### src/common/cmt_defines.svh
// Purpose: offsets, field positions, reset values and counts of the compact timer core
// Assumes: byte registers, each in one aligned 32-bit word of the register bus
// Notes:   definitions only
`ifndef CMT_DEFINES_SVH
`define CMT_DEFINES_SVH

`define CMT_ADDR_W       12
`define CMT_OFS_CTRL0    12'h000
`define CMT_OFS_CTRL1    12'h004
`define CMT_OFS_CNT_LO   12'h008
`define CMT_OFS_CNT_HI   12'h00c
`define CMT_OFS_CMPA_LO  12'h010
`define CMT_OFS_CMPA_HI  12'h014
`define CMT_OFS_PER_LO   12'h018
`define CMT_OFS_PER_HI   12'h01c
`define CMT_OFS_STATUS   12'h020

// control 0 fields
`define CMT_C0_PAUSE     7
`define CMT_C0_CLK_HI    6
`define CMT_C0_CLK_LO    4
`define CMT_C0_ON        3
`define CMT_C0_RST       5'h00
// control 1 fields
`define CMT_C1_MODE_HI   7
`define CMT_C1_MODE_LO   6
`define CMT_C1_ACT_HI    5
`define CMT_C1_ACT_LO    4
`define CMT_C1_OC        3
`define CMT_C1_POL       2
`define CMT_C1_DPX       1
`define CMT_C1_CCLR      0
`define CMT_C1_RST       8'h00
// status fields
`define CMT_ST_PIN       0
`define CMT_ST_RUN       1

// clock select codes
`define CMT_CK_SYS4      3'h0
`define CMT_CK_SYS       3'h1
`define CMT_CK_H16       3'h2
`define CMT_CK_H64       3'h3
`define CMT_CK_SUB0      3'h4
`define CMT_CK_SUB1      3'h5
`define CMT_CK_EXT_RISE  3'h6
`define CMT_CK_EXT_FALL  3'h7

// mode codes
`define CMT_MODE_CMP     2'h0
`define CMT_MODE_UNDEF   2'h1
`define CMT_MODE_PWM     2'h2
`define CMT_MODE_TMR     2'h3

// pin action codes
`define CMT_ACT_NONE     2'h0
`define CMT_ACT_LOW      2'h1
`define CMT_ACT_HIGH     2'h2
`define CMT_ACT_TOGGLE   2'h3

// prescale counts
`define CMT_SYS_DIV      4
`define CMT_H_DIV_A      16
`define CMT_H_DIV_B      64

`define CMT_CNT_RST      16'h0000
`endif

### src/common/cmt_pkg.sv
// Purpose: types shared by the compact timer core
// Assumes: field order matches the control register bit order
// Notes:   constants live in cmt_defines.svh
package cmt_pkg;

  typedef struct packed {
    logic       pause;
    logic [2:0] clk_sel;
    logic       on;
  } cmt_ctrl0_t;

  typedef struct packed {
    logic [1:0] mode;
    logic [1:0] act;
    logic       oc;
    logic       pol;
    logic       dpx;
    logic       cclr;
  } cmt_ctrl1_t;

  typedef struct packed {
    logic match_a;
    logic match_p;
    logic ovf;
  } cmt_events_t;

endpackage

### src/logic/cmt_core.sv
// Purpose: compact timer core, 16-bit up-counter with compare A and period P, APB slave
// Assumes: all inputs synchronous to REF_CLK; clock ticks arrive as one-cycle strobes
// Notes:   zero-wait APB slave; one shared 8-bit low-byte buffer for all pairs
`timescale 1ns/1ps
`include "cmt_defines.svh"

module cmt_core (
  // clock and reset
  input  wire logic                   REF_CLK,
  input  wire logic                   SYS_RST,
  // apb slave
  input  wire logic                   PSEL,
  input  wire logic                   PENABLE,
  input  wire logic                   PWRITE,
  input  wire logic [`CMT_ADDR_W-1:0] PADDR,
  input  wire logic [31:0]            PWDATA,
  output logic      [31:0]            PRDATA,
  output logic                        PREADY,
  output logic                        PSLVERR,
  // counter clock sources
  input  wire logic                   HIGH_CLOCK_TICK,
  input  wire logic                   SUB_CLOCK_TICK,
  input  wire logic                   EXT_CLOCK_PIN,
  // output pin
  output logic                        TIMER_OUTPUT_PIN,
  output logic                        TIMER_OUTPUT_OE,
  // match events
  output logic                        MATCH_A_EVENT,
  output logic                        MATCH_P_EVENT
);

  cmt_pkg::cmt_ctrl0_t  ctrl0_r;
  cmt_pkg::cmt_ctrl1_t  ctrl1_r;
  cmt_pkg::cmt_events_t ev;
  logic [15:0]          cnt_r;
  logic [15:0]          cmpa_r;
  logic [15:0]          per_r;
  logic [7:0]           buf_r;
  logic [7:0]           rd_byte;
  logic [7:0]           pw_byte;
  logic [7:0]           cnt_lo;
  logic [7:0]           p_val;
  logic [1:0]           sys_div_r;
  logic [5:0]           h_div_r;
  logic                 on_d_r;
  logic                 ext_d_r;
  logic                 pin_r;
  logic                 ev_a_r;
  logic                 ev_p_r;
  logic                 on_rise;
  logic                 ext_rise;
  logic                 ext_fall;
  logic                 src_tick;
  logic                 tick;
  logic                 hit_a;
  logic                 hit_p;
  logic                 clr_hit;
  logic                 duty_act;
  logic                 mapped;
  logic                 wr_acc;
  logic                 rd_setup;

  assign pw_byte = PWDATA[7:0];
  assign cnt_lo  = cnt_r[7:0];
  assign p_val   = per_r[7:0];

  // apb handshake
  assign wr_acc   = PSEL & PENABLE & PWRITE;
  assign rd_setup = PSEL & ~PENABLE & ~PWRITE;
  assign PREADY   = 1'b1;
  assign PSLVERR  = PSEL & PENABLE & ~mapped;

  // address decode and read mux
  always_comb begin
    mapped  = 1'b1;
    rd_byte = 8'h00;
    unique case (PADDR)
      `CMT_OFS_CTRL0:   rd_byte = {ctrl0_r, 3'h0};
      `CMT_OFS_CTRL1:   rd_byte = ctrl1_r;
      `CMT_OFS_CNT_LO:  rd_byte = buf_r;
      `CMT_OFS_CNT_HI:  rd_byte = cnt_r[15:8];
      `CMT_OFS_CMPA_LO: rd_byte = buf_r;
      `CMT_OFS_CMPA_HI: rd_byte = cmpa_r[15:8];
      `CMT_OFS_PER_LO:  rd_byte = buf_r;
      `CMT_OFS_PER_HI:  rd_byte = per_r[15:8];
      `CMT_OFS_STATUS:  begin
        rd_byte[`CMT_ST_PIN] = TIMER_OUTPUT_PIN;
        rd_byte[`CMT_ST_RUN] = ctrl0_r.on & ~ctrl0_r.pause;
      end
      default:          mapped = 1'b0;
    endcase
  end

  // read data captured in the setup cycle
  always_ff @(posedge REF_CLK) begin
    if (SYS_RST) begin
      PRDATA <= 32'h0000_0000;
    end else if (rd_setup) begin
      PRDATA <= {24'h00_0000, rd_byte};
    end
  end

  // control registers
  always_ff @(posedge REF_CLK) begin
    if (SYS_RST) begin
      ctrl0_r <= `CMT_C0_RST;
      ctrl1_r <= `CMT_C1_RST;
    end else if (wr_acc) begin
      if (PADDR == `CMT_OFS_CTRL0) begin
        ctrl0_r <= pw_byte[7:3];
      end
      if (PADDR == `CMT_OFS_CTRL1) begin
        ctrl1_r <= pw_byte;
      end
    end
  end

  // shared low byte buffer
  always_ff @(posedge REF_CLK) begin
    if (SYS_RST) begin
      buf_r <= 8'h00;
    end else if (wr_acc && (PADDR == `CMT_OFS_CMPA_LO || PADDR == `CMT_OFS_PER_LO)) begin
      buf_r <= pw_byte;
    end else if (rd_setup) begin
      unique case (PADDR)
        `CMT_OFS_CNT_HI:  buf_r <= cnt_lo;
        `CMT_OFS_CMPA_HI: buf_r <= cmpa_r[7:0];
        `CMT_OFS_PER_HI:  buf_r <= per_r[7:0];
        default:          buf_r <= buf_r;
      endcase
    end
  end

  // compare pairs: high byte write commits both halves
  always_ff @(posedge REF_CLK) begin
    if (SYS_RST) begin
      cmpa_r <= 16'h0000;
      per_r  <= 16'h0000;
    end else if (wr_acc) begin
      if (PADDR == `CMT_OFS_CMPA_HI) begin
        cmpa_r <= {pw_byte, buf_r};
      end
      if (PADDR == `CMT_OFS_PER_HI) begin
        per_r <= {pw_byte, buf_r};
      end
    end
  end

  // prescalers and external edge detection
  always_ff @(posedge REF_CLK) begin
    if (SYS_RST) begin
      sys_div_r <= 2'h0;
      h_div_r   <= 6'h00;
      ext_d_r   <= 1'b0;
      on_d_r    <= 1'b0;
    end else begin
      sys_div_r <= sys_div_r + 2'h1;
      if (HIGH_CLOCK_TICK) begin
        h_div_r <= h_div_r + 6'h01;
      end
      ext_d_r <= EXT_CLOCK_PIN;
      on_d_r  <= ctrl0_r.on;
    end
  end

  assign ext_rise = EXT_CLOCK_PIN & ~ext_d_r;
  assign ext_fall = ~EXT_CLOCK_PIN & ext_d_r;
  assign on_rise  = ctrl0_r.on & ~on_d_r;

  // counter clock source selection
  always_comb begin
    unique case (ctrl0_r.clk_sel)
      `CMT_CK_SYS4:     src_tick = (sys_div_r == 2'(`CMT_SYS_DIV - 1));
      `CMT_CK_SYS:      src_tick = 1'b1;
      `CMT_CK_H16:      src_tick = HIGH_CLOCK_TICK
                                   & (h_div_r[3:0] == 4'(`CMT_H_DIV_A - 1));
      `CMT_CK_H64:      src_tick = HIGH_CLOCK_TICK
                                   & (h_div_r == 6'(`CMT_H_DIV_B - 1));
      `CMT_CK_SUB0,
      `CMT_CK_SUB1:     src_tick = SUB_CLOCK_TICK;
      `CMT_CK_EXT_RISE: src_tick = ext_rise;
      `CMT_CK_EXT_FALL: src_tick = ext_fall;
    endcase
  end

  // pause freezes, off stops
  assign tick = src_tick & ctrl0_r.on & ~ctrl0_r.pause & ~on_rise;

  // comparators
  assign hit_a = (cnt_r == cmpa_r);
  assign hit_p = (cnt_r[15:8] == p_val);

  // clear source: pwm uses its period comparator, or compare A when dpx is set
  always_comb begin
    if (ctrl1_r.mode == `CMT_MODE_PWM) begin
      clr_hit = ctrl1_r.dpx ? hit_a : hit_p;
    end else begin
      clr_hit = ctrl1_r.cclr ? hit_a : hit_p;
    end
  end

  assign ev.match_a = tick & hit_a;
  assign ev.match_p = tick & hit_p;
  assign ev.ovf     = tick & (cnt_r == 16'hffff);

  // counter
  always_ff @(posedge REF_CLK) begin
    if (SYS_RST) begin
      cnt_r <= `CMT_CNT_RST;
    end else if (on_rise) begin
      cnt_r <= `CMT_CNT_RST;
    end else if (tick) begin
      if (clr_hit) begin
        cnt_r <= `CMT_CNT_RST;
      end else begin
        cnt_r <= cnt_r + 16'h0001;
      end
    end
  end

  // events registered, one cycle after the matching tick
  always_ff @(posedge REF_CLK) begin
    if (SYS_RST) begin
      ev_a_r <= 1'b0;
      ev_p_r <= 1'b0;
    end else begin
      ev_a_r <= ev.match_a;
      ev_p_r <= ev.match_p | ev.ovf;
    end
  end

  assign MATCH_A_EVENT = ev_a_r;
  assign MATCH_P_EVENT = ev_p_r;

  // pwm duty comparison
  assign duty_act = ctrl1_r.dpx ? (cnt_r[15:8] < p_val) : (cnt_r < cmpa_r);

  // output pin state
  always_ff @(posedge REF_CLK) begin
    if (SYS_RST) begin
      pin_r <= 1'b0;
    end else if (on_rise) begin
      pin_r <= ctrl1_r.oc;
    end else if (ctrl0_r.on) begin
      unique case (ctrl1_r.mode)
        `CMT_MODE_CMP: begin
          if (ev.match_a) begin
            unique case (ctrl1_r.act)
              `CMT_ACT_NONE:   pin_r <= pin_r;
              `CMT_ACT_LOW:    pin_r <= 1'b0;
              `CMT_ACT_HIGH:   pin_r <= 1'b1;
              `CMT_ACT_TOGGLE: pin_r <= ~pin_r;
            endcase
          end
        end
        `CMT_MODE_PWM: begin
          unique case (ctrl1_r.act)
            `CMT_ACT_NONE:   pin_r <= ~ctrl1_r.oc;
            `CMT_ACT_LOW:    pin_r <= ctrl1_r.oc;
            `CMT_ACT_HIGH:   pin_r <= duty_act ? ctrl1_r.oc : ~ctrl1_r.oc;
            `CMT_ACT_TOGGLE: pin_r <= pin_r;
          endcase
        end
        `CMT_MODE_TMR,
        `CMT_MODE_UNDEF: pin_r <= pin_r;
      endcase
    end
  end

  assign TIMER_OUTPUT_PIN = pin_r ^ ctrl1_r.pol;
  assign TIMER_OUTPUT_OE  = ctrl0_r.on & ~ctrl1_r.mode[0];
endmodule // cmt_core

### config.mk
export PLATFORM = sky130hd
export DESIGN_NAME = cmt_core
export DESIGN_NICKNAME = d
export VERILOG_FILES = /design/src/common/cmt_pkg.sv /design/src/logic/cmt_core.sv
export VERILOG_INCLUDE_DIRS = /design/src /design/src/common
export SDC_FILE = /design/constraint.sdc
export NUM_CORES = 1
export LEC_CHECK = 0
export BUFFER_PORTS_ARGS = -buffer_cell sky130_fd_sc_hd__buf_2
export CORE_MARGIN = 3
export CORE_UTILIZATION = 45
export CTS_CLUSTER_DIAMETER = 50
export DETAILED_ROUTE_END_ITERATION = 8
export PLACE_DENSITY = 0.72
export SLEW_MARGIN = 40
export SYNTH_ARGS = -nofsm -noshare
export SYNTH_HDL_FRONTEND = slang
export SYNTH_SLANG_ARGS = --single-unit
### constraint.sdc
create_clock -name REF_CLK -period 1.96 [get_ports REF_CLK]
set_input_delay 0.392 -clock REF_CLK [delete_from_list [all_inputs] [get_ports REF_CLK]]
set_output_delay 0.392 -clock REF_CLK [all_outputs]
set_load 0.02 [all_outputs]
==> results of run 1 <==
kinds of logic (layout without fill, tap and decap cells):
kind of cell               Yosys count  count (layout)  share of synthesized area
AOI/OAI and AO/OA                  131             131                      0.154
xor gates and xnor gates            20              20                     0.0344
adders and majority gates           31              31                     0.0761
buffers and inverters               85             163                     0.0861
DFF                                 90              90                      0.353
muxes                               30              30                     0.0665
other                                2              25                    0.00147
and+or+nand+nor                    226             226                      0.228
layout by cell type, fill, tap and decap left out, drive strengths merged, types with 6 or more instances in the layout:
master  instances
ha             31
dfxtp          90
nand3          20
inv            32
and2            6
nand4          27
nor2b          11
clkbuf         11
buf           115
xor2           16
o21ai          23
nor2           57
and3            6
conb           25
o211ai         12
o22ai           8
a22oi          16
a21oi          60
mux2i          26
nor4            7
nand2          71
power groups by stage:
| stage | Sequential (µW) | Clock [µW] | Combinational, µW |
|---|---|---|---|
| floorplan | 1890 | 0 | 177 |
| global placement | 1890 | 0 | 237 |
| detailed placement | 1890 | 0 | 243 |
| CTS | 1840 | 1940 | 259 |
| global route | 1840 | 2000 | 290 |
| finish | 1840 | 1910 | 272 |
critical path, cell delays in order (launching register included):
cell and delay (ps):
dfxtp_4 360, ha_4 240, a21oi_2 120, nor2_1 60, a2111oi_2 360, or4b_4 530
a21oi_1 210, o31ai_2 90
cell usage after synthesis, drive strengths merged (2+ instances only):
library cell | count | area, µm²
dfxtp | 90 | 1800
nand2b | 3 | 18.8
nand4 | 27 | 169
xor2 | 16 | 140
nor2 | 57 | 214
o21ai | 23 | 119
buf | 36 | 254
nor4 | 7 | 110
nor2b | 11 | 68.8
conb | 2 | 7.51
and3 | 6 | 37.5
nor3 | 5 | 35.0
xnor2 | 4 | 35.0
or4 | 2 | 15.0
nand2 | 71 | 267
clkbuf | 17 | 65.1
a22oi | 16 | 120
mux4 | 3 | 67.6
and2 | 6 | 37.5
nand3 | 20 | 105
inv | 31 | 116
o22ai | 8 | 50.1
a21o | 2 | 15.0
a2111oi | 2 | 17.5
a21oi | 60 | 300
mux2i | 26 | 260
or2 | 2 | 12.5
ha | 31 | 388
a41oi | 2 | 25.0
o211ai | 12 | 90.1
or3 | 2 | 12.5
nor3b | 2 | 15.0
timing repair:
item / 4_1_cts / 5_1_grt
gates cloned: 1 / 0
resized for setup: 35 / 28
hold buffers: 0 / 0
pin swaps: 22 / 18
endpoints found under the setup margin: 18 / 21
buffers inserted: 4 / 3
per-stage QoR:
step	setup TNS, ps	std cells
final	-2290	856
after global routing	-4470	856
after CTS	-1410	853
after detailed placement	-6150	833
after global placement	-5280	833
after floorplan	0	638
metal layers:
layer / part of all wire / vias to the layer above / wire length (µm) / global-route usage
li1: - / 2320 / - / -
met1: 0.42 / 2325 / 6220 / 0.299
met2: 0.48 / 195 / 7180 / 0.388
met3: 0.068 / 41 / 1020 / 0.0577
met4: 0.032 / 0 / 480 / 0.0809
met5: 0 / - / 0 / 0
flip-flops by register name (all words and copies together) (netlist names), 2 cells and up:
register   count
buf_r          8
cmpa_r        16
h_div_r        6
ctrl0_r        5
sys_div_r      2
ctrl1_r        8
cnt_r         16
PRDATA         8
per_r         16
worst max-delay path by stage:
stage	start	endpoint	slack [ps]
floorplan	cmpa_r[13]	pin_r	0.1
global placement	cmpa_r[13]	pin_r	-340
detailed placement	cmpa_r[13]	pin_r	-420
CTS	cmpa_r[13]	pin_r	-210
global route	cmpa_r[15]	pin_r	-260
finish	cnt_r[13]	pin_r	-150
cell type report:
cell class / count / area, µm²
tap: 140 / 175
multi-input combinational: 463 / 3140
sequential: 90 / 1820
clock inverter: 5 / 85.1
timing repair buffer: 115 / 878
clock buffer: 11 / 243
inverter: 32 / 120
fill: 942 / 4480
==> metrics.md, run 1 <==
| Metric | Value |
|---|---|
| Status | finished with violations |
| Failing checks | negative setup slack |
| Antenna violations before repair | 0 |
| N_diodes | 0 |
| Total GRT Usage | 0.234 |
| Max H-tree Level | 3 |
| Worst vdd ir | 513 µV |
| Root buf cell | clkbuf_16 |
| GRT overflow | 0 |
| Critical path data arrival time | 2330 ps |
| Bufs on Longest Clock Path | 2 |
| Num ports | 90 |
| Setup Skew | 10.7 ps |
| Vias | 4881 |
| RR Startpoint | cnt_r[13] |
| Initial Util | 0.466 |
| CP Capture Type | register |
| Tightest Pin Transition | 552 ps |
| Final worst path period need | 2110 ps |
| Clock input transition at the sequential cells of the worst setup and hold paths | 70 ps |
| Total die area | 12600 µm² |
| Reg2Reg Setup Slack | -150 ps |
| Crit-path max FO | 3 |
| Clock latency on the worst-skew pair | 350 ps |
| EDFF count, synth | 0 |
| FMAX | 474 MHz |
| Yosys warnings | 0 |
| Layout cells sized above 1 | 0.263 |
| 1st-iter DRT viols | 372 |
| Comb power frac | 0.068 |
| Fin area | 6450 µm² |
| Psw | 941 µW |
| Nets | 794 |
| Worst Setup Start Kind | register |
| PortBufs | 40 |
| Pint | 3090 µW |
| Area Overhead vs Synth | 26.6% |
| Die Width | 112 µm |
| Chip Height | 112 µm |
| Total power | 4030 µW |
| Post-synth ARST share | 0 |
| Clk sinks | 90 |
| Synth Area per Inst | 8.29 µm² |
| Antenna viol nets, final | 0 |
| Routability cong. | 0.915 |
| Pin count of the biggest net entering global routing | 65 |
| Avg WL per Cell | 17.4 µm |
| Placed instance area | 5810 µm² |
| Worst Hold Launch | EXT_CLOCK_PIN |
| TritonCTS Buffers | 9 |
| HPWL after DPL | 10900 µm |
| Cells after synthesis | 615 |
| CTS tree | done |
| Core Util, Final | 0.590 |
| Core footprint | 10900 µm² |
| Hold WC Path Type | in -> reg |
| Sw Share | 0.234 |
| Leakage | 0.00244 µW |
| RSZ-0062 raised after global routing | yes |
| Worst Hold End | ext_d_r |
| Relative slew slack | 0.631 |
| Synthesized cell area | 5100 µm² |
| RR Endpoint | pin_r |
| Required time of the critical path | 2180 ps |
| Maximum capacitance violations | 0 |
| Max Transition Viols Final | 0 |
| DR vias/cell | 5.70 |
| FF-to-FF path depth | 7 |
| Flops & latches, synth | 90 |
| Worst Hold Depth | 2 |
| Vias in the first global route | 4679 |
| WS Path Type | reg -> reg |
| Final Hold Viols | 0 |
| Clk network pwr share | 0.475 |
| Hold_ws | 288 ps |
| Drt first pass iters | 6 |
| First-pass GRT wire length | 23500 µm |
| Pre-CTS setup slack | -417 ps |
| Post-synthesis sequential area ratio | 0.353 |
| Drt total wl | 14900 µm |
| Cell Pwr Density | 624 nW/µm² |
| Setup slack after layout | -150 ps |
| Drc violations | 0 |
| Final setup viols | 17 |
| Distinct cell type count after synthesis | 57 |
| Row count | 38 |
| Ys flop type | dfxtp_1 |
| Flop pwr share | 0.458 |
| Tcrit/Tclk final | 1.08 |
No activity file was read; power rests on OpenSTA's default activity.
==> run 2, diff against run 1 <==
CAP_MARGIN = 20   (was unset)
CTS_BUF_LIST = sky130_fd_sc_hd__clkbuf_8   (was unset)
PLACE_DENSITY = 0.69   (was 0.72)
==> metrics.md, run 2 (same netlist as run 1, synthesis figures left out) <==
| Metric | Value |
|---|---|
| FMAX | 477 MHz |
| Core footprint | 10900 µm² |
| Antenna violations before repair | 0 |
| Total GRT Usage | 0.231 |
| Clk network pwr share | 0.369 |
| Tcrit/Tclk final | 1.07 |
| Filler cells | 958 |
| Psw | 879 µW |
| Cell Pwr Density | 525 nW/µm² |
| Worst vdd ir | 278 µV |
| Maximum capacitance violations | 0 |
| RSZ-0062 raised after global routing | yes |
| Most frequent cells in the layout | buf_4, dfxtp_1, nand2_1 |
| Nets | 805 |
| Hold WC Path Type | in -> reg |
| WS Path Type | reg -> reg |
| Comb power frac | 0.080 |
| Antenna viol nets, final | 0 |
| Drt total wl | 14700 µm |
| Row count | 38 |
| Chip Height | 112 µm |
| CTS tree | done |
| Final worst path period need | 2100 ps |
| Die Width | 112 µm |
| Total die area | 12600 µm² |
| Worst Setup Start Kind | register |
| Commonest non-fill, non-tap cell in the layout | buf_4 |
| Failing checks | negative setup slack |
| Top Registers | cmpa_r: 16 flops, cnt_r: 16 flops, per_r: 16 flops |
| Clock latency on the worst-skew pair | 360 ps |
| Flop pwr share | 0.552 |
| Max Transition Viols Final | 0 |
| Critical path data arrival time | 2350 ps |
| HPWL after DPL | 10900 µm |
| Sw Share | 0.263 |
| Clk sinks | 90 |
| Pre-CTS setup slack | -268 ps |
| Vias | 4810 |
| Layout cells sized above 1 | 0.283 |
| Hold buffers post-CTS | 0 |
| Area Overhead vs Synth | 24.7% |
| Drc violations | 0 |
| N_diodes | 0 |
| Required time of the critical path | 2220 ps |
| Routability cong. | 0.865 |
| Sequential Area | 1830 µm² |
| Pin count of the biggest net entering global routing | 26 |
| Setup Total Neg Slack | -1440 ps |
| Num ports | 90 |
| GRT overflow | 0 |
| PortBufs | 40 |
| Setup Skew | 11.6 ps |
| CP Capture Type | register |
| DR vias/cell | 5.55 |
| First-pass GRT wire length | 23500 µm |
| Initial Util | 0.466 |
| Max H-tree Level | 3 |
| Clock input transition at the sequential cells of the worst setup and hold paths | 90 ps |
| Final Hold Viols | 0 |
| Avg WL per Cell | 16.9 µm |
| Bufs on Longest Clock Path | 2 |
| Area of the multi-input gates | 3140 µm² |
| Setup slack after layout | -135 ps |
| TritonCTS Buffers | 9 |
| Leakage | 0.00244 µW |
| Total power | 3340 µW |
| Final setup viols | 17 |
| Crit-path max FO | 2 |
| Status | finished with violations |
| Drt first pass iters | 5 |
| 1st-iter DRT viols | 416 |
| Vias in the first global route | 4575 |
| Root buf cell | clkbuf_8 |
| Pint | 2460 µW |
==> run 2: cell types whose count changed in the layout (fill, tap and decap cells not counted), moves of 7 or more <==
cell,before,now
nor2_2,7,0
clkbuf_16,9,0
clkbuf_8,1,11
nor2_1,46,55
dfxtp_2,8,16
dfxtp_1,81,73
buf_4,67,82
==> run 2: cell type report <==
class,count,area share
Clock buffer,11,0.0238
Clock inverter,5,0.00590
Inverter,32,0.0189
Multi-Input combinational cell,463,0.494
Sequential cell,90,0.287
Tap cell,140,0.0275
Timing Repair Buffer,126,0.143
==> run 2: per-stage QoR <==
step | hold WS, ps | util | instances | instance area [µm²]
after global placement | 410 | 0.536 | 844 | 5860
after floorplan | 399 | - | 638 | 5180
after CTS | 264 | 0.574 | 865 | 6280
after detailed placement | 417 | 0.536 | 844 | 5860
after global routing | 290 | 0.581 | 867 | 6360
final | 274 | 0.581 | 867 | 6360
==> run 2: worst max-delay path: stages (launching register included) <==
cell and delay [ps]:
dfxtp_2 360, inv_2 50, ha_4 250, nand4_1 170, nor4_2 330, buf_4 170
nor4b_4 210, a32oi_1 170, mux2i_1 190, o31ai_1 90
==> run 2: worst paths after layout <==
kind | from | to | slack [ps] | cells after the start
max | cmpa_r[11] | pin_r | -140 | 9
max reg2reg | cmpa_r[11] | pin_r | -140 | 9
min reg2reg | sys_div_r[0] | sys_div_r[0] | 430 | 1
min | EXT_CLOCK_PIN | ext_d_r | 270 | 2
==> run 2: timing repair <==
action                                  4_1_cts  5_1_grt
endpoints found under the setup margin       18       18
gates resized for setup                      50       14
cloned                                        1        0
pin swaps                                    20       12
setup buffers                                 5        2
==> run 2: layer usage <==
layer	vias up	part of all wire	track usage
met5	-	0	0
met4	0	0.025	0.0825
met3	30	0.057	0.0431
met2	154	0.49	0.389
met1	2287	0.43	0.297
li1	2339	-	-
==> run 2: power groups by stage <==
| stage | combinational (µW) | sequential (µW) | clock, µW |
|---|---|---|---|
| 2_1_floorplan | 177 | 1890 | 0 |
| 3_3_place_gp | 238 | 1890 | 0 |
| 3_5_place_dp | 244 | 1890 | 0 |
| 4_1_cts | 259 | 1840 | 1260 |
| 5_1_grt | 286 | 1840 | 1320 |
| 6_report | 266 | 1840 | 1230 |
